<file path="src/xsc_pkg.sv">
// Purpose: shared constants for the extender status and clear logic
// Assumes: 100 MHz core clock, one clock domain
// Notes: status and talk byte layouts, timing counts, reset values
// Notes on behaviour
// own service request only with switch 7 on; sets request bit 7
// remote data loss sets status bit 5 and is a request cause
// remote data loss raises no request while idle
// abandon-retry during dialling sets status bit 3 as request cause
// call completion after dialling sets status bit 4 as request cause; code sets it on any call-complete rise, dialling not checked
// string sent after completion request sets bit 8, only with switch 7 on
// bits 3, 4, 5 update even with switch 7 off, no request then
// serial poll clears request bit 7 and string-sent bit 8
// bit 6 unused; bit 2 mirrors data-set-ready, bit 1 clear-to-send
// answer a serial poll at any time
// talk sends exactly four bytes, end flag with the fourth
// talk byte 1 equals status byte, sending it clears nothing
// talk byte 2: occupied bit 3, power bit 2, origination bit 1
// talk byte 3 is last active station character, else question mark
// remote returns five address bits; byte 3 built from them
// byte 4: bit 8 unused, bit 7 active, bit 6 completion pending
// byte 4 bit 5 set by loss-clear enable, cleared by disable and reset
// byte 4 bit 4 follows switch 10 edges or its instructions
// byte 4 bit 2 follows switch 8 edges or instructions; reset reads switch
// byte 4 bit 3 reflects switch 9, bit 1 reflects switch 7
// switch 9 off: clear clears outbound buffers, clear repeated remotely
// interface clear always clears inbound buffers, keeps request messages
// switch 9 on: outbound kept, clear queued in order; packets dropped
// loss flag after 8 s, 12 s at 300 bit/s, 20 s at 150 bit/s
// external line mirrors are synchronised before use
package xsc_pkg;
    localparam int CLK_MHZ = 100;
    localparam int LOSS_S_NORMAL = 8;
    localparam int LOSS_S_300 = 12;
    localparam int LOSS_S_150 = 20;
    localparam longint LOSS_CYC_NORMAL = longint'(LOSS_S_NORMAL) * CLK_MHZ * 1000000;
    localparam longint LOSS_CYC_300 = longint'(LOSS_S_300) * CLK_MHZ * 1000000;
    localparam longint LOSS_CYC_150 = longint'(LOSS_S_150) * CLK_MHZ * 1000000;
    // status byte bit positions (bit n is documented bit n+1)
    localparam int ST_CTS = 0;
    localparam int ST_DSR = 1;
    localparam int ST_ABANDON = 2;
    localparam int ST_CALL = 3;
    localparam int ST_LOSS = 4;
    localparam int ST_RQS = 6;
    localparam int ST_SENT = 7;
    localparam int TALK_BYTES = 4;
    localparam logic [7:0] NO_STATION_CHAR = 8'h3f;
    // station character sits in the 0x20 range, the same range as the question mark
    localparam logic [2:0] STATION_HIGH = 3'h1;
    localparam logic RESET_LOSS_CLEAR_EN = 1'b0;
    localparam logic RESET_ACTIVE = 1'b1;
    localparam int LINE_BITS = 7;
    typedef enum logic [1:0] {XSC_RATE_NORMAL, XSC_RATE_300, XSC_RATE_150} xsc_rate_e;
    typedef enum {XSC_T_IDLE, XSC_T_SEND, XSC_T_WAIT} xsc_talk_e;
endpackage

</file>
<file path="src/xsc_talk_if.sv">
`timescale 1ns/1ps
// Purpose: carrier between core and talk serialiser
// Assumes: single clock
// Notes: four bytes handed over as one snapshot
interface xsc_talk_if;
    logic start;
    logic [7:0] bytes [4];
    logic busy;
    modport core (output start, output bytes, input busy);
    modport talker (input start, input bytes, output busy);
endinterface // xsc_talk_if

</file>
<file path="src/xsc_status.sv">
`timescale 1ns/1ps
// Purpose: serial-poll status, service request, talk string and clear control
// Assumes: bus-side protocol engine decodes instructions into pulses
// Notes: all pulse inputs come from same-clock logic; lines and switches from pins
module xsc_status
    import xsc_pkg::*;
#(
    parameter longint LOSS_NORMAL = LOSS_CYC_NORMAL,
    parameter longint LOSS_300 = LOSS_CYC_300,
    parameter longint LOSS_150 = LOSS_CYC_150
) (
    // clock and reset
    input wire logic core_clk_i,
    input wire logic rst_b_i,
    // pins: modem, dialler, switches
    input wire logic cts_i,
    input wire logic dsr_i,
    input wire logic abandon_retry_line_i,
    input wire logic line_occupied_signal_i,
    input wire logic dialler_power_indication_i,
    input wire logic call_origination_status_i,
    input wire logic call_complete_i,
    input wire logic sw7_srq_i,
    input wire logic sw8_no_flush_i,
    input wire logic sw9_no_ifc_clear_i,
    input wire logic sw10_no_untalk_i,
    // same-clock link and protocol events
    input wire logic [1:0] link_rate_i,
    input wire logic remote_data_i,
    input wire logic dialling_i,
    input wire logic string_req_i,
    input wire logic tx_empty_i,
    input wire logic station_ack_i,
    input wire logic [4:0] station_addr_i,
    input wire logic station_drop_i,
    input wire logic inst_activate_i,
    input wire logic inst_idle_i,
    input wire logic inst_loss_en_i,
    input wire logic inst_loss_dis_i,
    input wire logic inst_no_untalk_i,
    input wire logic inst_untalk_i,
    input wire logic inst_no_flush_i,
    input wire logic inst_flush_i,
    input wire logic serial_poll_i,
    input wire logic talk_req_i,
    input wire logic ifc_i,
    // serial poll and service request
    output logic srq_o,
    output logic [7:0] serial_poll_status_o,
    // talk bytes
    input wire logic byte_ack_i,
    output logic byte_valid_o,
    output logic [7:0] byte_data_o,
    output logic byte_end_o,
    // buffer clears
    output logic clr_local_tx_o,
    output logic clr_remote_rx_o,
    output logic clr_remote_tx_o,
    output logic clr_local_rx_o,
    output logic clr_packets_o,
    output logic ifc_remote_o,
    output logic ifc_queue_o,
    output logic loss_tx_clear_o,
    // configuration out
    output logic [7:0] configuration_state_o
);
    // two-flop sync of pins
    logic [10:0] sync1, sync2, sync_d;
    wire [10:0] pins = {sw10_no_untalk_i, sw9_no_ifc_clear_i, sw8_no_flush_i, sw7_srq_i, call_complete_i,
        abandon_retry_line_i, call_origination_status_i, dialler_power_indication_i, line_occupied_signal_i,
        dsr_i, cts_i};
    always_ff @(posedge core_clk_i or negedge rst_b_i) begin
        if (!rst_b_i) begin
            sync1 <= '0;
            sync2 <= '0;
            sync_d <= '0;
        end else begin
            sync1 <= pins;
            sync2 <= sync1;
            sync_d <= sync2;
        end
    end
    wire s_cts = sync2[0];
    wire s_dsr = sync2[1];
    wire s_occupied = sync2[2];
    wire s_power = sync2[3];
    wire s_origin = sync2[4];
    wire s_abandon = sync2[5];
    wire s_call = sync2[6];
    wire s_sw7 = sync2[7];
    wire s_sw8 = sync2[8];
    wire s_sw9 = sync2[9];
    wire s_sw10 = sync2[10];
    wire abandon_rise = s_abandon & ~sync_d[5];
    wire call_rise = s_call & ~sync_d[6];
    wire sw8_chg = s_sw8 ^ sync_d[8];
    wire sw10_chg = s_sw10 ^ sync_d[10];

    // loss-of-remote-data timer
    logic [40:0] loss_cnt;
    logic remote_loss_flag, loss_d, first_seen, active, string_pend;
    wire [40:0] loss_lim = (link_rate_i == 2'(XSC_RATE_150)) ? 41'(LOSS_150) :
        (link_rate_i == 2'(XSC_RATE_300)) ? 41'(LOSS_300) : 41'(LOSS_NORMAL);
    wire loss_hit = (loss_cnt >= loss_lim - 41'h1);
    always_ff @(posedge core_clk_i or negedge rst_b_i) begin
        if (!rst_b_i) begin
            loss_cnt <= '0;
            remote_loss_flag <= 1'b0;
            loss_d <= 1'b0;
        end else begin
            loss_d <= remote_loss_flag;
            if (remote_data_i) begin
                loss_cnt <= '0;
                remote_loss_flag <= 1'b0;
            end else if (loss_hit) begin
                remote_loss_flag <= 1'b1;
            end else begin
                loss_cnt <= loss_cnt + 41'h1;
            end
        end
    end
    wire loss_rise = remote_loss_flag & ~loss_d;

    // status event flags
    logic st_abandon, st_call, st_loss, st_rqs, st_sent;
    // abandon during dialling
    wire set_abandon = abandon_rise & dialling_i;
    // call completion on any rise, dialling not checked
    wire set_call = call_rise;
    // no request when idle
    wire loss_cause = loss_rise & active;
    // string sent only with switch 7
    wire set_sent = string_pend & tx_empty_i & s_sw7;
    // request gated by switch 7
    wire set_rqs = s_sw7 & (set_abandon | set_call | loss_cause | set_sent);
    // serial poll clears; set wins
    wire next_rqs = set_rqs | (st_rqs & ~serial_poll_i);
    wire next_sent = set_sent | (st_sent & ~serial_poll_i);
    always_ff @(posedge core_clk_i or negedge rst_b_i) begin
        if (!rst_b_i) begin
            st_abandon <= 1'b0;
            st_call <= 1'b0;
            st_loss <= 1'b0;
            st_rqs <= 1'b0;
            st_sent <= 1'b0;
            string_pend <= 1'b0;
        end else begin
            // causes update regardless of switch 7
            st_abandon <= s_abandon & (st_abandon | set_abandon);
            st_call <= s_call & (st_call | set_call);
            // loss bit
            st_loss <= remote_loss_flag;
            st_rqs <= next_rqs;
            st_sent <= next_sent;
            string_pend <= string_req_i | (string_pend & ~tx_empty_i);
        end
    end

    // configuration state
    logic loss_clear_en, no_untalk, no_flush, started;
    always_ff @(posedge core_clk_i or negedge rst_b_i) begin
        if (!rst_b_i) begin
            active <= RESET_ACTIVE;
            loss_clear_en <= RESET_LOSS_CLEAR_EN;
            no_untalk <= 1'b0;
            no_flush <= 1'b0;
            started <= 1'b0;
        end else begin
            started <= 1'b1;
            if (inst_activate_i) active <= 1'b1;
            else if (inst_idle_i) active <= 1'b0;
            // loss-clear enable
            if (inst_loss_en_i) loss_clear_en <= 1'b1;
            else if (inst_loss_dis_i) loss_clear_en <= 1'b0;
            // switch 10 edges or instructions
            if (sw10_chg || !started) no_untalk <= s_sw10;
            else if (inst_no_untalk_i) no_untalk <= 1'b1;
            else if (inst_untalk_i) no_untalk <= 1'b0;
            // switch 8 edges, read at start
            if (sw8_chg || !started) no_flush <= s_sw8;
            else if (inst_no_flush_i) no_flush <= 1'b1;
            else if (inst_flush_i) no_flush <= 1'b0;
        end
    end

    // station character from returned bits
    logic [7:0] station_char;
    always_ff @(posedge core_clk_i or negedge rst_b_i) begin
        if (!rst_b_i) station_char <= NO_STATION_CHAR;
        else if (station_ack_i) station_char <= {STATION_HIGH, station_addr_i};
        else if (station_drop_i) station_char <= NO_STATION_CHAR;
    end

    // status byte with live mirrors
    wire [7:0] status_byte = {st_sent, st_rqs, 1'b0, st_loss, st_call, st_abandon, s_dsr, s_cts};
    // dialler lines
    wire [7:0] dialler_line_state = {5'h00, s_occupied, s_power, s_origin};
    // configuration byte
    wire [7:0] next_config = {1'b0, active, string_pend, loss_clear_en, no_untalk, s_sw9, no_flush, s_sw7};

    // status on poll or talk, talk clears nothing
    xsc_talk_if tif ();
    assign tif.start = talk_req_i & ~tif.busy;
    assign tif.bytes[0] = status_byte;
    assign tif.bytes[1] = dialler_line_state;
    assign tif.bytes[2] = station_char;
    assign tif.bytes[3] = next_config;
    xsc_talker u_talker (
        .core_clk_i(core_clk_i),
        .rst_b_i(rst_b_i),
        .tif(tif),
        .byte_ack_i(byte_ack_i),
        .byte_valid_o(byte_valid_o),
        .byte_data_o(byte_data_o),
        .byte_end_o(byte_end_o)
    );

    // interface clear actions
    wire ifc_full = ifc_i & ~s_sw9;
    wire ifc_keep = ifc_i & s_sw9;
    wire loss_clear = loss_rise & s_sw7 & loss_clear_en;
    always_ff @(posedge core_clk_i or negedge rst_b_i) begin
        if (!rst_b_i) begin
            srq_o <= 1'b0;
            serial_poll_status_o <= 8'h00;
            configuration_state_o <= 8'h00;
            clr_local_tx_o <= 1'b0;
            clr_remote_rx_o <= 1'b0;
            clr_remote_tx_o <= 1'b0;
            clr_local_rx_o <= 1'b0;
            clr_packets_o <= 1'b0;
            ifc_remote_o <= 1'b0;
            ifc_queue_o <= 1'b0;
            loss_tx_clear_o <= 1'b0;
        end else begin
            srq_o <= next_rqs;
            serial_poll_status_o <= status_byte;
            configuration_state_o <= next_config;
            clr_local_tx_o <= ifc_full | loss_clear;
            clr_remote_rx_o <= ifc_full;
            ifc_remote_o <= ifc_full;
            ifc_queue_o <= ifc_keep;
            clr_remote_tx_o <= ifc_i;
            clr_local_rx_o <= ifc_i;
            clr_packets_o <= ifc_i;
            loss_tx_clear_o <= loss_clear;
        end
    end

    // request needs switch 7
    a_rqs_needs_sw7: assert property (@(posedge core_clk_i) disable iff (!rst_b_i)
        $rose(st_rqs) |-> $past(s_sw7)) else $error("request raised with switch 7 off");
    // idle loss no request
    a_idle_no_req: assert property (@(posedge core_clk_i) disable iff (!rst_b_i)
        (loss_rise && !active && !set_abandon && !set_call && !set_sent) |=> !$rose(st_rqs))
        else $error("request while idle");
    // poll clears
    a_poll_clears: assert property (@(posedge core_clk_i) disable iff (!rst_b_i)
        (serial_poll_i && !set_rqs) |=> !st_rqs) else $error("poll did not clear request");
    // sent bit gated
    a_sent_gated: assert property (@(posedge core_clk_i) disable iff (!rst_b_i)
        $rose(st_sent) |-> $past(s_sw7)) else $error("string sent set with switch 7 off");
    // loss mirrored
    a_loss_bit: assert property (@(posedge core_clk_i) disable iff (!rst_b_i)
        $rose(remote_loss_flag) |=> ##1 serial_poll_status_o[ST_LOSS]) else $error("loss bit missing");
    // full clear mode
    a_ifc_full: assert property (@(posedge core_clk_i) disable iff (!rst_b_i)
        ifc_i && !s_sw9 |=> clr_local_tx_o && ifc_remote_o && !ifc_queue_o) else $error("ifc full clear");
    // keep mode
    a_ifc_keep: assert property (@(posedge core_clk_i) disable iff (!rst_b_i)
        ifc_i && s_sw9 |=> ifc_queue_o && clr_local_rx_o && !clr_remote_rx_o) else $error("ifc keep mode");
    // switch mirrors
    a_cfg_sw: assert property (@(posedge core_clk_i) disable iff (!rst_b_i)
        ##1 configuration_state_o[0] == $past(s_sw7) && configuration_state_o[2] == $past(s_sw9))
        else $error("switch mirror wrong");
    c_poll_req: cover property (@(posedge core_clk_i) disable iff (!rst_b_i) st_rqs ##1 serial_poll_i);
    c_loss: cover property (@(posedge core_clk_i) disable iff (!rst_b_i) loss_rise && active);
    c_ifc_keep: cover property (@(posedge core_clk_i) disable iff (!rst_b_i) ifc_keep);
endmodule // xsc_status

</file>
<file path="src/xsc_talker.sv">
`timescale 1ns/1ps
// Purpose: sends the four-byte talk string over a byte handshake
// Assumes: bus side acknowledges each byte with byte_ack_i
// Notes: bytes latched at start so a mid-string change cannot tear it
module xsc_talker
    import xsc_pkg::*;
(
    // clock and reset
    input wire logic core_clk_i,
    input wire logic rst_b_i,
    // carrier
    xsc_talk_if.talker tif,
    // byte output
    input wire logic byte_ack_i,
    output logic byte_valid_o,
    output logic [7:0] byte_data_o,
    output logic byte_end_o
);
    xsc_talk_e state;
    logic [1:0] idx;
    logic [7:0] snap [4];
    wire last_byte = (idx == 2'(TALK_BYTES - 1));
    assign tif.busy = (state != XSC_T_IDLE);
    always_ff @(posedge core_clk_i or negedge rst_b_i) begin
        if (!rst_b_i) begin
            state <= XSC_T_IDLE;
            idx <= 2'h0;
            byte_valid_o <= 1'b0;
            byte_data_o <= 8'h00;
            byte_end_o <= 1'b0;
            for (int i = 0; i < 4; i++) snap[i] <= 8'h00;
        end else begin
            case (state)
                XSC_T_IDLE: begin
                    if (tif.start) begin
                        snap <= tif.bytes;
                        idx <= 2'h0;
                        state <= XSC_T_SEND;
                    end
                end
                // four bytes, end flag
                XSC_T_SEND: begin
                    byte_valid_o <= 1'b1;
                    byte_data_o <= snap[idx];
                    byte_end_o <= last_byte;
                    state <= XSC_T_WAIT;
                end
                XSC_T_WAIT: begin
                    if (byte_ack_i) begin
                        byte_valid_o <= 1'b0;
                        byte_end_o <= 1'b0;
                        idx <= idx + 2'h1;
                        state <= last_byte ? XSC_T_IDLE : XSC_T_SEND;
                    end
                end
                default: state <= XSC_T_IDLE;
            endcase
        end
    end
    // end only on fourth
    a_end_on_last: assert property (@(posedge core_clk_i) disable iff (!rst_b_i)
        byte_end_o |-> byte_valid_o && idx == 2'h3) else $error("end flag not on fourth byte");
    c_talk_done: cover property (@(posedge core_clk_i) disable iff (!rst_b_i)
        byte_end_o && byte_ack_i);
endmodule // xsc_talker

</file>
<file path="config.mk">
export PLATFORM = sky130hd
export DESIGN_NAME = xsc_status
export DESIGN_NICKNAME = d
export VERILOG_FILES = /design/src/xsc_pkg.sv /design/src/xsc_talk_if.sv /design/src/xsc_status.sv /design/src/xsc_talker.sv
export SDC_FILE = /design/constraint.sdc
export NUM_CORES = 1
export LEC_CHECK = 0
export BUFFER_PORTS_ARGS = -buffer_cell sky130_fd_sc_hd__clkbuf_2
export CAP_MARGIN = 20
export CORE_ASPECT_RATIO = 0.9
export CORE_UTILIZATION = 50
export DETAILED_ROUTE_END_ITERATION = 16
export PLACE_DENSITY_LB_ADDON = 0.05
export SETUP_SLACK_MARGIN = 0.15
export SYNTH_ARGS = -nofsm -noshare
export SYNTH_HDL_FRONTEND = slang
export SYNTH_SLANG_ARGS = --single-unit
export TNS_END_PERCENT = 1
</file>
<file path="constraint.sdc">
create_clock -name core_clk_i -period 6 [get_ports core_clk_i]
set_clock_uncertainty 0.15 [all_clocks]
set_input_delay 1.2 -clock core_clk_i [delete_from_list [all_inputs] [get_ports core_clk_i]]
set_output_delay 1.2 -clock core_clk_i [all_outputs]
set_load 0.02 [all_outputs]
</file>
## Word level (Yosys, flattened, before mapping)

Cells that the tools add are included.

| word-level totals | value |
|---|---|
| bits in registers | 182 |
| output and inout port bits | 35 |
| input bits | 38 |
| word-level logic and storage cells | 131 |

| operators by class | value |
|---|---|
| add/subtract/negate cells | 3 |
| bitwise logic cells | 37 |
| equal/unequal tests | 8 |
| order comparisons | 2 |
| reduce and logical (&&, ||, !) cells | 17 |
| mux-type cells | 31 |

Operators with widths:

| operator | count |
|---|---|
| $pmux W32 S3 | 1 |
| $mux W41 | 2 |
| $mux W32 | 2 |
| $mux W31 | 2 |
| $add A41 B1 Y41 const B | 1 |
| $ge A41 B41 Y1 | 1 |
| $eq A32 B1 Y1 const B | 1 |
| $eq A32 B2 Y1 const B | 1 |
| $logic_not A32 Y1 | 1 |
| $mux W8 | 4 |
| $reduce_bool A32 Y1 | 1 |
| $sub A31 B1 Y32 const B | 1 |
| $and A1 B1 Y1 | 18 |
| $bmux W8 S2 | 1 |
| $mux W1 | 14 |
| $reduce_bool A2 Y1 | 6 |
| $or A1 B1 Y1 | 9 |
| $not A1 Y1 | 7 |
| $ne A2 B2 Y1 const B | 3 |
| $reduce_and A2 Y1 | 3 |
| $reduce_bool A3 Y1 | 2 |
| $eq A2 B2 Y1 const B | 2 |
| $mux W2 | 2 |
| $pmux W1 S2 | 2 |
| other kinds (9) | 11 |

## Logic depth before layout (Yosys ltp)

Gate-level depths: netlist of the first run.

| depth | value |
|---|---|
| word-level depth | 8 |
| gate-level depth with buffers | 12 |
| mapped depth without buffers | 11 |

## Cells and area by module

A second synthesis of the first run with hierarchy kept.

| second synthesis, totals | value |
|---|---|
| cells, all modules | 545 |
| area, all modules | 6,707.7 um^2 |

By module, submodules not included:

| module | area an instance (um^2) | sequential area each (um^2) | times used | cells each |
|---|---|---|---|---|
| xsc_status | 4,551.9 | 2,585.0 | 1 | 418 |
| xsc_talker | 2,155.8 | 1,151.1 | 1 | 127 |

## Worst setup path before layout of the first run

No wires, ideal clock.

| timing | value |
|---|---|
| path kind | in2reg |
| from | input link_rate_i[0] |
| to | register loss_cnt[11] |
| path buffers | 1 |
| stages on the path | 11 |
| path slack | 2.163 ns |
| library setup time | 0.128 ns |
| data required time | 5.722 ns |
| data arrival time | 3.559 ns |
| path through | inv_1 > ha_1 > and3_1 > ha_1 > and3_1 > and3_1 > o311ai_1 > a21oi_2 > buf_2 > nor4_2 > mux2_1 |

| between the ends | value |
|---|---|
| cells in the longest elaborated chain, start to end | 6 |
| elaborated cells on any way between the ends | 7 |
| classes of those cells | add/sub (1); order compare (1); eq/ne (3); mux (2) |

RTL lines:

| what | RTL line | RTL |
|---|---|---|
| start, declared | xsc_status.sv:28 | `input wire logic [1:0] link_rate_i,` |
| $eq A2 B1 Y1 | xsc_status.sv:103 | `(link_rate_i == 2'(XSC_RATE_300)) ? 41'(LOSS_300) : 41'(LOSS_NORMAL);` |
| $mux W31 | xsc_status.sv:103 |  |
| $mux W31 * | xsc_status.sv:102 | `wire [40:0] loss_lim = (link_rate_i == 2'(XSC_RATE_150)) ? 41'(LOSS_150) :` |
| $sub A31 B1 Y32 * | xsc_status.sv:104 | `wire loss_hit = (loss_cnt >= loss_lim - 41'h1);` |
| $ge A41 B41 Y1 * | xsc_status.sv:104 |  |
| $ne A2 B2 Y1 (no line) * | -- |  |
| end signal, assigned | xsc_status.sv:118 | `loss_cnt <= loss_cnt + 41'h1;` |
| end, declared | xsc_status.sv:100 | `logic [40:0] loss_cnt;` |

Every way passes the cells marked *; elsewhere a longest branch is shown, timed or not.
A chain may end at the register's enable or synchronous reset.

## Worst setup path in the final report of the first run

| timing | value |
|---|---|
| from | input link_rate_i[0] |
| to | register loss_cnt[21] |

The elaborated chain is that of the path after synthesis.

==> results_tabular.tex, run 1 <==
\begin{tabular}{lr}
\hline
Metric & Value \\
\hline
\multicolumn{2}{l}{\textbf{Yosys}} \\
\quad Warnings from Yosys & 0 \\
\quad Count of state elements after synthesis & 140 \\
\quad Number of distinct library cells after synthesis & 59 \\
\quad Number of flops mapped to enable cells by yosys & 0 \\
\quad Cell type contributing the most total cell area after synthesis & dfrtp\_1 \\
\quad Most frequently used flop master after synthesis & dfrtp\_1 \\
\quad Yosys top cell area share & 0.513 \\
\quad Syn Inst Count & around 570 \\
\quad Multiplexer area fraction after synthesis & 0.104 \\
\quad Async SR Flop Fraction & 1.00 \\
\quad Avg Cell Area, Syn & 11.5 um\^{}2 \\
\quad Adder-cell share of the synthesized area & 0.0364 \\
\quad Area fraction in and, or, nand and nor cells after synthesis & 0.194 \\
\quad Xor/xnor cell area share of the yosys netlist & 0.00268 \\
\quad Largest cells by area after synthesis & dfrtp\_1 (51\%), mux2\_2 (5.0\%), nor4\_2 (4.2\%) \\
\quad Compound-Gate Fraction of Synth Area & 0.0722 \\
\quad Combinational family with the most area after synthesis & simple AND/OR/NAND/NOR gates \\
\quad Register area share after synthesis & 0.538 \\
\quad Summed instance area of the synthesized netlist & 6530 um\^{}2 \\
\multicolumn{2}{l}{\textbf{Placed design}} \\
\quad Half-perimeter wire length of the detailed placement result & between 8 and 9 mm \\
\quad Port Buffers & 70 \\
\quad Placer's final routability congestion estimate & 0.853 \\
\multicolumn{2}{l}{\textbf{Pwr}} \\
\quad Leakage & 3.64 nW \\
\quad Power per cell area & 375 nW/um\^{}2 \\
\quad IR drop worst, VDD & 0.000250 V \\
\quad Total power & 2.89 mW \\
\multicolumn{2}{l}{\textbf{STA}} \\
\quad Setup\_tns & 0 ns \\
\quad Final Hold Vio Count & 0 \\
\quad Number of setup violations in the final report & 0 \\
\quad Slew at the pin with the worst max-slew slack & 0.966 ns \\
\quad Total count of max-transition violations in the final report & 0 \\
\quad Setup repair after global routing missed its margin & no \\
\quad Time the worst path needs with I/O delays and setup & 4.13 ns \\
\quad Fin crit share & 0.689 \\
\quad Max frequency & 0.242 GHz \\
\quad Worst relative slew slack & 0.356 \\
\multicolumn{2}{l}{\textbf{Detailed routing}} \\
\quad DRC errors left & 0 \\
\quad Via density per instance & 5.48 \\
\quad Violation count after the first detailed-route iteration & 260 \\
\quad WL final & 12.9 mm \\
\quad Average routed wire per standard cell & 16.1 um \\
\quad Total via count after detailed routing & $\sim$4.4k \\
\quad Router iterations before antenna repair & 4 \\
\quad Antenna violation net count after detailed routing & 0 \\
\multicolumn{2}{l}{\textbf{Finish}} \\
\quad Inserted Diodes & 0 \\
\quad Most common cell after layout, fill and taps aside & dfrtp\_1 \\
\quad Most frequent cells in the layout & dfrtp\_1 (134), clkbuf\_2 (69), nor2\_1 (51), inv\_1 (34), nor2b\_1 (30) \\
\quad Area overhead of the layout relative to synthesis & 18.0\% \\
\quad Fin nets & 683 \\
\quad Share of final-layout standard cells stronger than drive strength 1 & 0.280 \\
\multicolumn{2}{l}{\textbf{Global route}} \\
\quad Initial antenna violation count & 0 \\
\quad Global-route wire length before repair & 21.8 mm \\
\quad Largest net degree at the start of global routing & 109 \\
\quad Sum of overflow across all layers after global routing & 0 \\
\quad All-layer global routing usage & 0.208 \\
\quad Number of global-route vias before repair & 4413 \\
\multicolumn{2}{l}{\textbf{Critical path}} \\
\quad Worst flop-to-flop path endpoint & loss\_cnt[30] \\
\quad Crit path max fanout & 29 \\
\quad RR Startpoint & loss\_cnt[0] \\
\quad Critical path class & in2reg \\
\quad Setup slack on the worst flop-to-flop path & 2.75 ns \\
\quad Critical path startpoint category & primary input \\
\quad Cell depth of the worst flop-to-flop path & 8 \\
\quad Critical path data arrival time & $\sim$4.3 ns \\
\quad CP endpoint kind & flop \\
\quad Data required, critical path & 6.14 ns \\
\multicolumn{2}{l}{\textbf{Clocking}} \\
\quad Clk Latency, worst-skew pair & 0.41 ns \\
\quad CTS tree & built \\
\quad Root Driver & clkbuf\_16 \\
\quad Clock-pin transition on the worst setup and hold timing paths & 0.06 ns \\
\quad Resize count post-CTS & 0 \\
\quad Post-CTS Setup Inserts & 0 \\
\quad Total CTS buffers & 17 \\
\quad Post-CTS Hold Buffers & 0 \\
\quad Buffers from clock root to sink, at most & 2 \\
\quad H-tree lvl count & 4 \\
\quad CTS Sinks & 140 \\
\multicolumn{2}{l}{\textbf{Floorplanning}} \\
\quad Overall die area & 13500 um\^{}2 \\
\quad Number of top-level pins & 73 \\
\quad Chip Width & between 100 and 150 um \\
\quad Initial standard-cell utilization of the core & 0.513 \\
\quad Die span in y & 110 um \\
\quad Total core area & 12700 um\^{}2 \\
\quad Std-Cell Rows & 39 \\
\multicolumn{2}{l}{\textbf{Worst hold path}} \\
\quad Worst Hold Launch & sync1[3] \\
\quad Worst hold path depth & 0 \\
\quad Classification of the worst-slack hold path & reg2reg \\
\quad Terminating pin of the worst hold path & sync2[3] \\
\multicolumn{2}{l}{\textbf{Status}} \\
\quad Run status & finished, final reports clean \\
\multicolumn{2}{l}{\textbf{Flow run}} \\
\quad Number of violations of the max-capacitance limit & 0 \\
\hline
\end{tabular}
registers in the layout, indices dropped and copies added, names as in the netlist, 2 cells and up:
name                   cells
u_talker.idx               2
configuration_state_o      5
u_talker.snap             23
sync1                     11
sync2                     11
u_talker.byte_data_o       8
sync_d                     8
u_talker.state             2
serial_poll_status_o       5
loss_cnt                  41
station_char               5
where the power goes:
group          switching [mW]  internal (mW)  total (mW)
clock                   0.388          0.880        1.27
combinational           0.211          0.215       0.426
sequential              0.114           1.09        1.20
total                   0.712           2.18        2.89
through the flow:
stage          setup WS (ns)  utilization  hold slack [ns]  cells  cell area, um^2
3_5_place_dp            1.46        0.547            0.185    770             6960
5_1_grt                 1.68        0.605            0.202    803             7710
3_3_place_gp            1.57        0.547            0.181    770             6960
2_1_floorplan           2.16            -            0.181    567             6540
6_report                1.87        0.605            0.196    803             7710
4_1_cts                 1.87        0.604            0.198    802             7690
how the worst max path moves through the flow:
stage	from	to	slack [ns]	cells after the start
2_1_floorplan	link_rate_i[0]	loss_cnt[11]	2.16	11
3_3_place_gp	link_rate_i[0]	loss_cnt[24]	1.57	12
3_5_place_dp	link_rate_i[0]	loss_cnt[30]	1.46	12
4_1_cts	link_rate_i[0]	loss_cnt[21]	1.87	12
5_1_grt	link_rate_i[0]	loss_cnt[21]	1.68	12
6_report	link_rate_i[0]	loss_cnt[21]	1.87	12
final cells by class:
cell class	count	area [um^2]
fill	1025	5030
sequential	140	3510
multi-input combinational	356	2720
clock buffer	23	498
timing repair buffer	77	422
clock inverter	9	228
tap	164	205
inverter	34	128
worst max-delay path, cell delays in order:
cell and delay, ns:
clkbuf_2 0.11, inv_1 0.08, ha_1 0.29, inv_1 0.13, ha_1 0.32, nand4_1 0.14, nor4b_4 0.29, nand3_1 0.33
nor3_4 0.45, buf_4 0.47, nor4_2 0.10, mux2_1 0.34
synth_stat cells (all sizes together) (4+ instances only):
master / instances
dfrtp: 134
mux2: 51
nor2: 51
inv: 34
nor2b: 30
nor4: 28
nand2: 27
buf: 20
ha: 19
nand3: 19
clkbuf: 17
a21oi: 15
and3: 14
o21ai: 13
nand4: 12
a21o: 6
dfstp: 6
nor3: 6
nand2b: 5
and4: 4
mux2i: 4
o31ai: 4
metal layers:
layer	up-vias	wire length, um	GRT usage
met5	-	0	0
met4	0	157	0.0610
met3	15	692	0.0579
met2	114	5850	0.312
met1	2169	6240	0.293
li1	2104	-	-
kinds of logic after synthesis:
group,after synthesis
adders and majority gates,19
and+or+nand+nor,208
AOI/OAI and AO/OA,66
buffers and inverters,71
muxes,58
DFF,140
xor gates and xnor gates,2
other,2
No activity file was read; power rests on OpenSTA's default activity.
==> inputs of run 2 (changes only) <==
==> constraint.sdc (replaced) <==
create_clock -name core_clk_i -period 4 [get_ports core_clk_i]
set_clock_uncertainty 0.15 [all_clocks]
set_input_delay 0.8 -clock core_clk_i [delete_from_list [all_inputs] [get_ports core_clk_i]]
set_output_delay 0.8 -clock core_clk_i [all_outputs]
set_load 0.02 [all_outputs]
==> run 2 against run 1 <==
  * Die area did not move
  * Largest power group is now sequential cells
  * Via count fell by 0.91%
  * Cell count rose by 0.50%
  * Sequential cell count did not move
  * Sequential power rose by 50%
  * Clock power rose by 17%
==> results_tabular.tex, run 2 (synthesis results as in run 1) <==
\begin{tabular}{lr}
\hline
Metric & Value \\
\hline
\multicolumn{2}{l}{\textbf{Status}} \\
\quad Run status & finished, final reports clean (unchanged) \\
\multicolumn{2}{l}{\textbf{Critical path}} \\
\quad Critical path startpoint category & primary input (unchanged) \\
\quad RR Startpoint & loss\_cnt[19] (was loss\_cnt[0]) \\
\quad Setup slack on the worst flop-to-flop path & 1.08 ns (was 2.75 ns) \\
\quad Worst flop-to-flop path endpoint & loss\_cnt[13] (was loss\_cnt[30]) \\
\quad Cell depth of the worst flop-to-flop path & 8 (unchanged) \\
\quad Critical path class & in2reg (unchanged) \\
\quad Crit path max fanout & 16 (was 29) \\
\quad Data required, critical path & 4.15 ns (was 6.14 ns) \\
\quad Critical path data arrival time & 3.58 ns (was 4.27 ns) \\
\quad CP endpoint kind & flop (unchanged) \\
\multicolumn{2}{l}{\textbf{Clocking}} \\
\quad CTS tree & built (unchanged) \\
\quad Root Driver & clkbuf\_16 (unchanged) \\
\quad Post-CTS Setup Inserts & 0 (unchanged) \\
\quad Clock-pin transition on the worst setup and hold timing paths & 0.06 ns (about the same) \\
\quad Resize count post-CTS & 0 (unchanged) \\
\quad Post-CTS Hold Buffers & 0 (unchanged) \\
\quad Total CTS buffers & 17 (unchanged) \\
\quad Buffers from clock root to sink, at most & 2 (unchanged) \\
\quad CTS Sinks & 140 (unchanged) \\
\quad H-tree lvl count & 4 (unchanged) \\
\quad Clk Latency, worst-skew pair & 0.41 ns (about the same) \\
\multicolumn{2}{l}{\textbf{STA}} \\
\quad Number of setup violations in the final report & 0 (unchanged) \\
\quad Fin crit share & 0.860 \\
\quad Setup\_tns & 0 ns (unchanged) \\
\quad Final Hold Vio Count & 0 (unchanged) \\
\quad Total count of max-transition violations in the final report & 0 (unchanged) \\
\quad Worst relative slew slack & 0.472 (was 0.356) \\
\quad Time the worst path needs with I/O delays and setup & 3.44 ns \\
\quad Slew at the pin with the worst max-slew slack & 0.793 ns (was 0.966 ns) \\
\quad Setup repair after global routing missed its margin & no (unchanged) \\
\quad Max frequency & 0.291 GHz \\
\multicolumn{2}{l}{\textbf{Detailed routing}} \\
\quad Total via count after detailed routing & 4362 (was 4402) \\
\quad Average routed wire per standard cell & 15.7 um (was 16.1 um) \\
\quad Via density per instance & 5.41 (was 5.48) \\
\quad Violation count after the first detailed-route iteration & 218 (was 260) \\
\quad WL final & 12.7 mm (was 12.9 mm) \\
\quad DRC errors left & 0 (unchanged) \\
\quad Antenna violation net count after detailed routing & 0 (unchanged) \\
\quad Router iterations before antenna repair & 4 (unchanged) \\
\multicolumn{2}{l}{\textbf{Floorplanning}} \\
\quad Die span in y & 110 um (unchanged) \\
\quad Overall die area & 13500 um\^{}2 (unchanged) \\
\quad Initial standard-cell utilization of the core & 0.513 (unchanged) \\
\quad Number of top-level pins & 73 (unchanged) \\
\quad Std-Cell Rows & 39 (unchanged) \\
\quad Total core area & 12700 um\^{}2 (unchanged) \\
\quad Chip Width & 122 um (unchanged) \\
\multicolumn{2}{l}{\textbf{Pwr}} \\
\quad IR drop worst, VDD & 0.000291 V (was 0.000250 V) \\
\quad Power per cell area & 513 nW/um\^{}2 (was 375 nW/um\^{}2) \\
\quad Leakage & 3.60 nW (was 3.64 nW) \\
\multicolumn{2}{l}{\textbf{Flow run}} \\
\quad Number of violations of the max-capacitance limit & 0 (unchanged) \\
\multicolumn{2}{l}{\textbf{Finish}} \\
\quad Max FFs per register & 41 (unchanged) \\
\quad Most common cell after layout, fill and taps aside & dfrtp\_1 (unchanged) \\
\quad Most frequent cells in the layout & dfrtp\_1 (134), clkbuf\_2 (69), nor2\_1 (51), inv\_1 (34), nor2b\_1 (30) (unchanged) \\
\quad Largest registers ranked by flip-flop count & loss\_cnt (41), u\_talker.snap (23) (unchanged) \\
\quad Cell area after layout & 7630 um\^{}2 (was 7710 um\^{}2) \\
\quad Post-layout instance count excluding filler cells & 807 (was 803) \\
\quad Area overhead of the layout relative to synthesis & 16.8\% (was 18.0\%) \\
\quad Fin nets & 687 (was 683) \\
\quad Share of final-layout standard cells stronger than drive strength 1 & 0.285 (was 0.280) \\
\quad Inserted Diodes & 0 (unchanged) \\
\quad Largest Register & loss\_cnt (unchanged) \\
\multicolumn{2}{l}{\textbf{Worst hold path}} \\
\quad Terminating pin of the worst hold path & sync2[6] (was sync2[3]) \\
\quad Worst hold path depth & 0 (unchanged) \\
\quad Worst Hold Launch & sync1[6] (was sync1[3]) \\
\quad Classification of the worst-slack hold path & reg2reg (unchanged) \\
\multicolumn{2}{l}{\textbf{Global route}} \\
\quad Global-route wire length before repair & 21.4 mm (was 21.8 mm) \\
\quad Number of global-route vias before repair & 4164 (was 4413) \\
\quad Initial antenna violation count & 0 (unchanged) \\
\quad Largest net degree at the start of global routing & 88 (was 109) \\
\quad All-layer global routing usage & 0.205 (was 0.208) \\
\quad Sum of overflow across all layers after global routing & 0 (unchanged) \\
\multicolumn{2}{l}{\textbf{Placed design}} \\
\quad Placer's final routability congestion estimate & 0.888 (was 0.853) \\
\quad Placed Instances & 774 (was 770) \\
\quad Placement Cell Area & 7040 um\^{}2 (was 6960 um\^{}2) \\
\quad Port Buffers & 70 (unchanged) \\
\quad Half-perimeter wire length of the detailed placement result & 8.54 mm (was 8.74 mm) \\
\hline
\end{tabular}
-- run 2: area by class of cell --
cell class	count	area, um^2
clock buffers	21	470
flip-flops and latches	140	3510
fillers	1028	5110
multi-input cells	356	2720
repair buffers	81	502
clock inverters	11	93.8
inverters	34	128
well taps	164	205
-- run 2: power breakdown --
| group | switching, mW | leakage (nW) | internal [mW] | total (mW) |
|---|---|---|---|---|
| combinational | 0.311 | 1.57 | 0.324 | 0.635 |
| clock | 0.580 | 0.282 | 0.899 | 1.48 |
| sequential | 0.169 | 1.75 | 1.63 | 1.80 |
| total | 1.06 | 3.60 | 2.85 | 3.91 |
-- run 2: worst max-delay path by stage --
stage,startpoint,end,cells after the start
after floorplan,link_rate_i[0],loss_cnt[11],11
after global placement,link_rate_i[0],loss_cnt[13],13
after detailed placement,link_rate_i[0],loss_cnt[13],12
after CTS,link_rate_i[0],loss_cnt[13],12
after global routing,link_rate_i[0],loss_cnt[9],13
final,link_rate_i[0],loss_cnt[13],13
-- run 2: critical path, cell delays in order --
cell	delay (ns)
clkbuf_2	0.10
inv_1	0.08
ha_1	0.19
inv_1	0.08
and3_1	0.19
ha_1	0.27
and3_1	0.19
and3_1	0.18
o311ai_1	0.50
a21oi_4	0.15
buf_12	0.19
nor4_2	0.30
mux2_2	0.36
-- run 2: stage by stage --
stage	total power [mW]	hold slack [ns]	worst slack (ns)	util
CTS	3.96	0.195	0.550	0.597
detailed placement	2.47	0.187	0.124	0.553
global route	4.12	0.205	0.326	0.599
global placement	2.44	0.182	0.196	0.553
finish	3.91	0.193	0.561	0.599
floorplan	2.25	0.181	0.563	-
-- run 2: layer usage --
layer,vias to the layer above,GRT usage,part of all wire
met2,93,0.289,0.45
met3,12,0.0532,0.038
met4,0,0.0642,0.011
met5,-,0,0
met1,2137,0.305,0.51
li1,2120,-,-
==> inputs of run 3 (changes only) <==
--- a/config.mk
+++ b/config.mk
@@ -11,6 +11,7 @@
 export CORE_UTILIZATION = 50
 export DETAILED_ROUTE_END_ITERATION = 16
 export PLACE_DENSITY_LB_ADDON = 0.05
+export REMOVE_ABC_BUFFERS = 1
 export SETUP_SLACK_MARGIN = 0.15
 export SYNTH_ARGS = -nofsm -noshare
 export SYNTH_HDL_FRONTEND = slang
==> run 3 against run 2 <==
  * Combinational power about the same
  * Sequential cell count unchanged
  * First-iteration DRC count up 21%
  * Die area unchanged
  * Non-clock buffer count up 2
  * Worst hold slack better by 0.0056 ns
  * Clock power up 7%
  * Setup slack better by 0.015 ns
  * Core utilization up 0.58 points
  * Power up 3.1%
  * Largest cell class unchanged
  * Cell area up 0.97%
  * Critical endpoint is now loss_cnt[8]
  * Clock-buffer cell count down 4
==> results_tabular.tex, run 3 (synthesis results as in run 1) <==
\begin{tabular}{lr}
\hline
Metric & Value \\
\hline
\multicolumn{2}{l}{\textbf{Floorplanning}} \\
\quad Total core area & 12700 um\^{}2 (unchanged) \\
\quad Overall die area & 13500 um\^{}2 (unchanged) \\
\quad Std-Cell Rows & 39 (unchanged) \\
\quad Die span in y & 110 um (unchanged) \\
\quad Number of top-level pins & 73 (unchanged) \\
\quad Chip Width & 122 um (unchanged) \\
\quad Initial standard-cell utilization of the core & 0.513 (unchanged) \\
\multicolumn{2}{l}{\textbf{STA}} \\
\quad Fin crit share & 0.856 (was 0.860) \\
\quad Setup repair after global routing missed its margin & no (unchanged) \\
\quad Number of setup violations in the final report & 0 (unchanged) \\
\quad Worst relative slew slack & 0.456 (was 0.472) \\
\quad Time the worst path needs with I/O delays and setup & 3.42 ns (was 3.44 ns) \\
\quad Max frequency & 0.292 GHz (was 0.291 GHz) \\
\quad Total count of max-transition violations in the final report & 0 (unchanged) \\
\quad Worst hold margin & 0.198 ns (was 0.193 ns) \\
\quad Final Hold Vio Count & 0 (unchanged) \\
\quad Slew at the pin with the worst max-slew slack & 0.816 ns (was 0.793 ns) \\
\multicolumn{2}{l}{\textbf{Finish}} \\
\quad Inserted Diodes & 0 (unchanged) \\
\quad Sequential Area & 3510 um\^{}2 (unchanged) \\
\quad Most common cell after layout, fill and taps aside & dfrtp\_1 (unchanged) \\
\quad Max FFs per register & 41 (unchanged) \\
\quad Fin nets & 689 (was 687) \\
\quad Most frequent cells in the layout & dfrtp\_1 (134), clkbuf\_2 (69), nor2\_1 (51), inv\_1 (34), nor2b\_1 (30) (unchanged) \\
\quad Area occupied by multi-input gates & 2720 um\^{}2 (unchanged) \\
\quad Share of final-layout standard cells stronger than drive strength 1 & 0.288 (was 0.285) \\
\quad Area overhead of the layout relative to synthesis & 17.9\% (was 16.8\%) \\
\quad Largest Register & loss\_cnt (unchanged) \\
\quad Largest registers ranked by flip-flop count & loss\_cnt (41), u\_talker.snap (23) (unchanged) \\
\quad Cell area after layout & 7700 um\^{}2 (was 7630 um\^{}2) \\
\quad Post-layout instance count excluding filler cells & 809 (was 807) \\
\quad Filler cell count in the final layout & 1042 (was 1028) \\
\multicolumn{2}{l}{\textbf{Worst hold path}} \\
\quad Classification of the worst-slack hold path & reg2reg (unchanged) \\
\quad Worst Hold Launch & sync1[0] (was sync1[6]) \\
\quad Worst hold path depth & 0 (unchanged) \\
\quad Terminating pin of the worst hold path & sync2[0] (was sync2[6]) \\
\multicolumn{2}{l}{\textbf{Clocking}} \\
\quad Buffers from clock root to sink, at most & 2 (unchanged) \\
\quad Post-CTS Hold Buffers & 0 (unchanged) \\
\quad CTS tree & built (unchanged) \\
\quad H-tree lvl count & 4 (unchanged) \\
\quad Clk Latency, worst-skew pair & 0.42 ns (was 0.41 ns) \\
\quad Post-CTS Setup Inserts & 0 (unchanged) \\
\quad CTS Sinks & 140 (unchanged) \\
\quad Root Driver & clkbuf\_16 (unchanged) \\
\quad Total CTS buffers & 17 (unchanged) \\
\quad Resize count post-CTS & 0 (unchanged) \\
\quad Clock-pin transition on the worst setup and hold timing paths & 0.06 ns (about the same) \\
\multicolumn{2}{l}{\textbf{Detailed routing}} \\
\quad Antenna violation net count after detailed routing & 0 (unchanged) \\
\quad Router iterations before antenna repair & 4 (unchanged) \\
\quad Average routed wire per standard cell & 16.4 um (was 15.7 um) \\
\quad Via density per instance & 5.43 (was 5.41) \\
\quad Total via count after detailed routing & 4393 (was 4362) \\
\quad DRC errors left & 0 (unchanged) \\
\quad WL final & 13.2 mm (was 12.7 mm) \\
\quad Violation count after the first detailed-route iteration & 263 (was 218) \\
\multicolumn{2}{l}{\textbf{Critical path}} \\
\quad Cell depth of the worst flop-to-flop path & 8 (unchanged) \\
\quad Critical path class & in2reg (unchanged) \\
\quad Crit path max fanout & 15 (was 16) \\
\quad RR Startpoint & loss\_cnt[0] (was loss\_cnt[19]) \\
\quad Data required, critical path & 4.15 ns (about the same) \\
\quad Worst flop-to-flop path endpoint & loss\_cnt[29] (was loss\_cnt[13]) \\
\quad CP endpoint kind & flop (unchanged) \\
\quad Critical path data arrival time & 3.57 ns (was 3.58 ns) \\
\quad Critical path startpoint category & primary input (unchanged) \\
\quad Setup slack on the worst flop-to-flop path & 1.05 ns (was 1.08 ns) \\
\multicolumn{2}{l}{\textbf{Placed design}} \\
\quad Placement Cell Area & 7070 um\^{}2 (was 7040 um\^{}2) \\
\quad Half-perimeter wire length of the detailed placement result & 8.86 mm (was 8.54 mm) \\
\quad Placer's final routability congestion estimate & 0.879 (was 0.888) \\
\quad Port Buffers & 70 (unchanged) \\
\quad Placed Instances & 776 (was 774) \\
\multicolumn{2}{l}{\textbf{Global route}} \\
\quad All-layer global routing usage & 0.215 (was 0.205) \\
\quad Global-route wire length before repair & 22.2 mm (was 21.4 mm) \\
\quad Number of global-route vias before repair & 4418 (was 4164) \\
\quad Largest net degree at the start of global routing & 89 (was 88) \\
\quad Initial antenna violation count & 0 (unchanged) \\
\quad Sum of overflow across all layers after global routing & 0 (unchanged) \\
\multicolumn{2}{l}{\textbf{Pwr}} \\
\quad Leakage & 3.62 nW (was 3.60 nW) \\
\quad IR drop worst, VDD & 0.000351 V (was 0.000291 V) \\
\quad Power per cell area & 524 nW/um\^{}2 (was 513 nW/um\^{}2) \\
\multicolumn{2}{l}{\textbf{Flow run}} \\
\quad Number of violations of the max-capacitance limit & 0 (unchanged) \\
\multicolumn{2}{l}{\textbf{Status}} \\
\quad Run status & finished, final reports clean (unchanged) \\
\hline
\end{tabular}
==> run 3: through the flow <==
step,utilization,TNS (ns),setup WS (ns),power (mW)
6_report,0.605,0,0.576,4.03
2_1_floorplan,-,-21.20,-0.582,2.22
3_3_place_gp,0.555,0,0.227,2.44
5_1_grt,0.605,0,0.440,4.23
3_5_place_dp,0.555,0,0.177,2.47
4_1_cts,0.602,0,0.599,4.07
==> run 3: report_power, final <==
| part | total, mW | internal, mW | switching [mW] |
|---|---|---|---|
| Clock | 1.59 | 0.941 | 0.652 |
| Sequential | 1.80 | 1.63 | 0.175 |
| Combinational | 0.638 | 0.324 | 0.314 |
==> run 3: layer usage <==
metal | share of wire | GRT usage | vias to the layer above
li1 | - | - | 2125
met1 | 0.48 | 0.305 | 2156
met2 | 0.46 | 0.323 | 99
met3 | 0.045 | 0.0522 | 13
met4 | 0.0082 | 0.0707 | 0
met5 | 0 | 0 | -
==> run 3: worst max path at each step <==
| stage | from | endpoint | cells past startpoint |
|---|---|---|---|
| after floorplan | link_rate_i[0] | loss_cnt[13] | 10 |
| after global placement | link_rate_i[0] | loss_cnt[13] | 11 |
| after detailed placement | link_rate_i[0] | loss_cnt[8] | 14 |
| after CTS | link_rate_i[0] | loss_cnt[8] | 14 |
| after global routing | link_rate_i[0] | loss_cnt[8] | 14 |
| final | link_rate_i[0] | loss_cnt[8] | 14 |
==> run 3: area by class of cell <==
class / count / share of cell area
multi-input combinational: 356 / 0.353
sequential: 140 / 0.456
clock inverter: 15 / 0.0231
timing repair buffer: 83 / 0.0697
inverter: 34 / 0.0166
clock buffer: 17 / 0.0552
tap: 164 / 0.0266
==> run 3: worst max-delay path, cell delays in order <==
cell and delay (ns):
clkbuf_2 0.10, inv_1 0.07, ha_1 0.19, inv_1 0.09
and3_1 0.19, ha_1 0.26, and3_1 0.20, and3_1 0.19
o311ai_1 0.28, buf_4 0.19, a21oi_4 0.13, buf_12 0.21
nor4_1 0.31, mux2_2 0.37
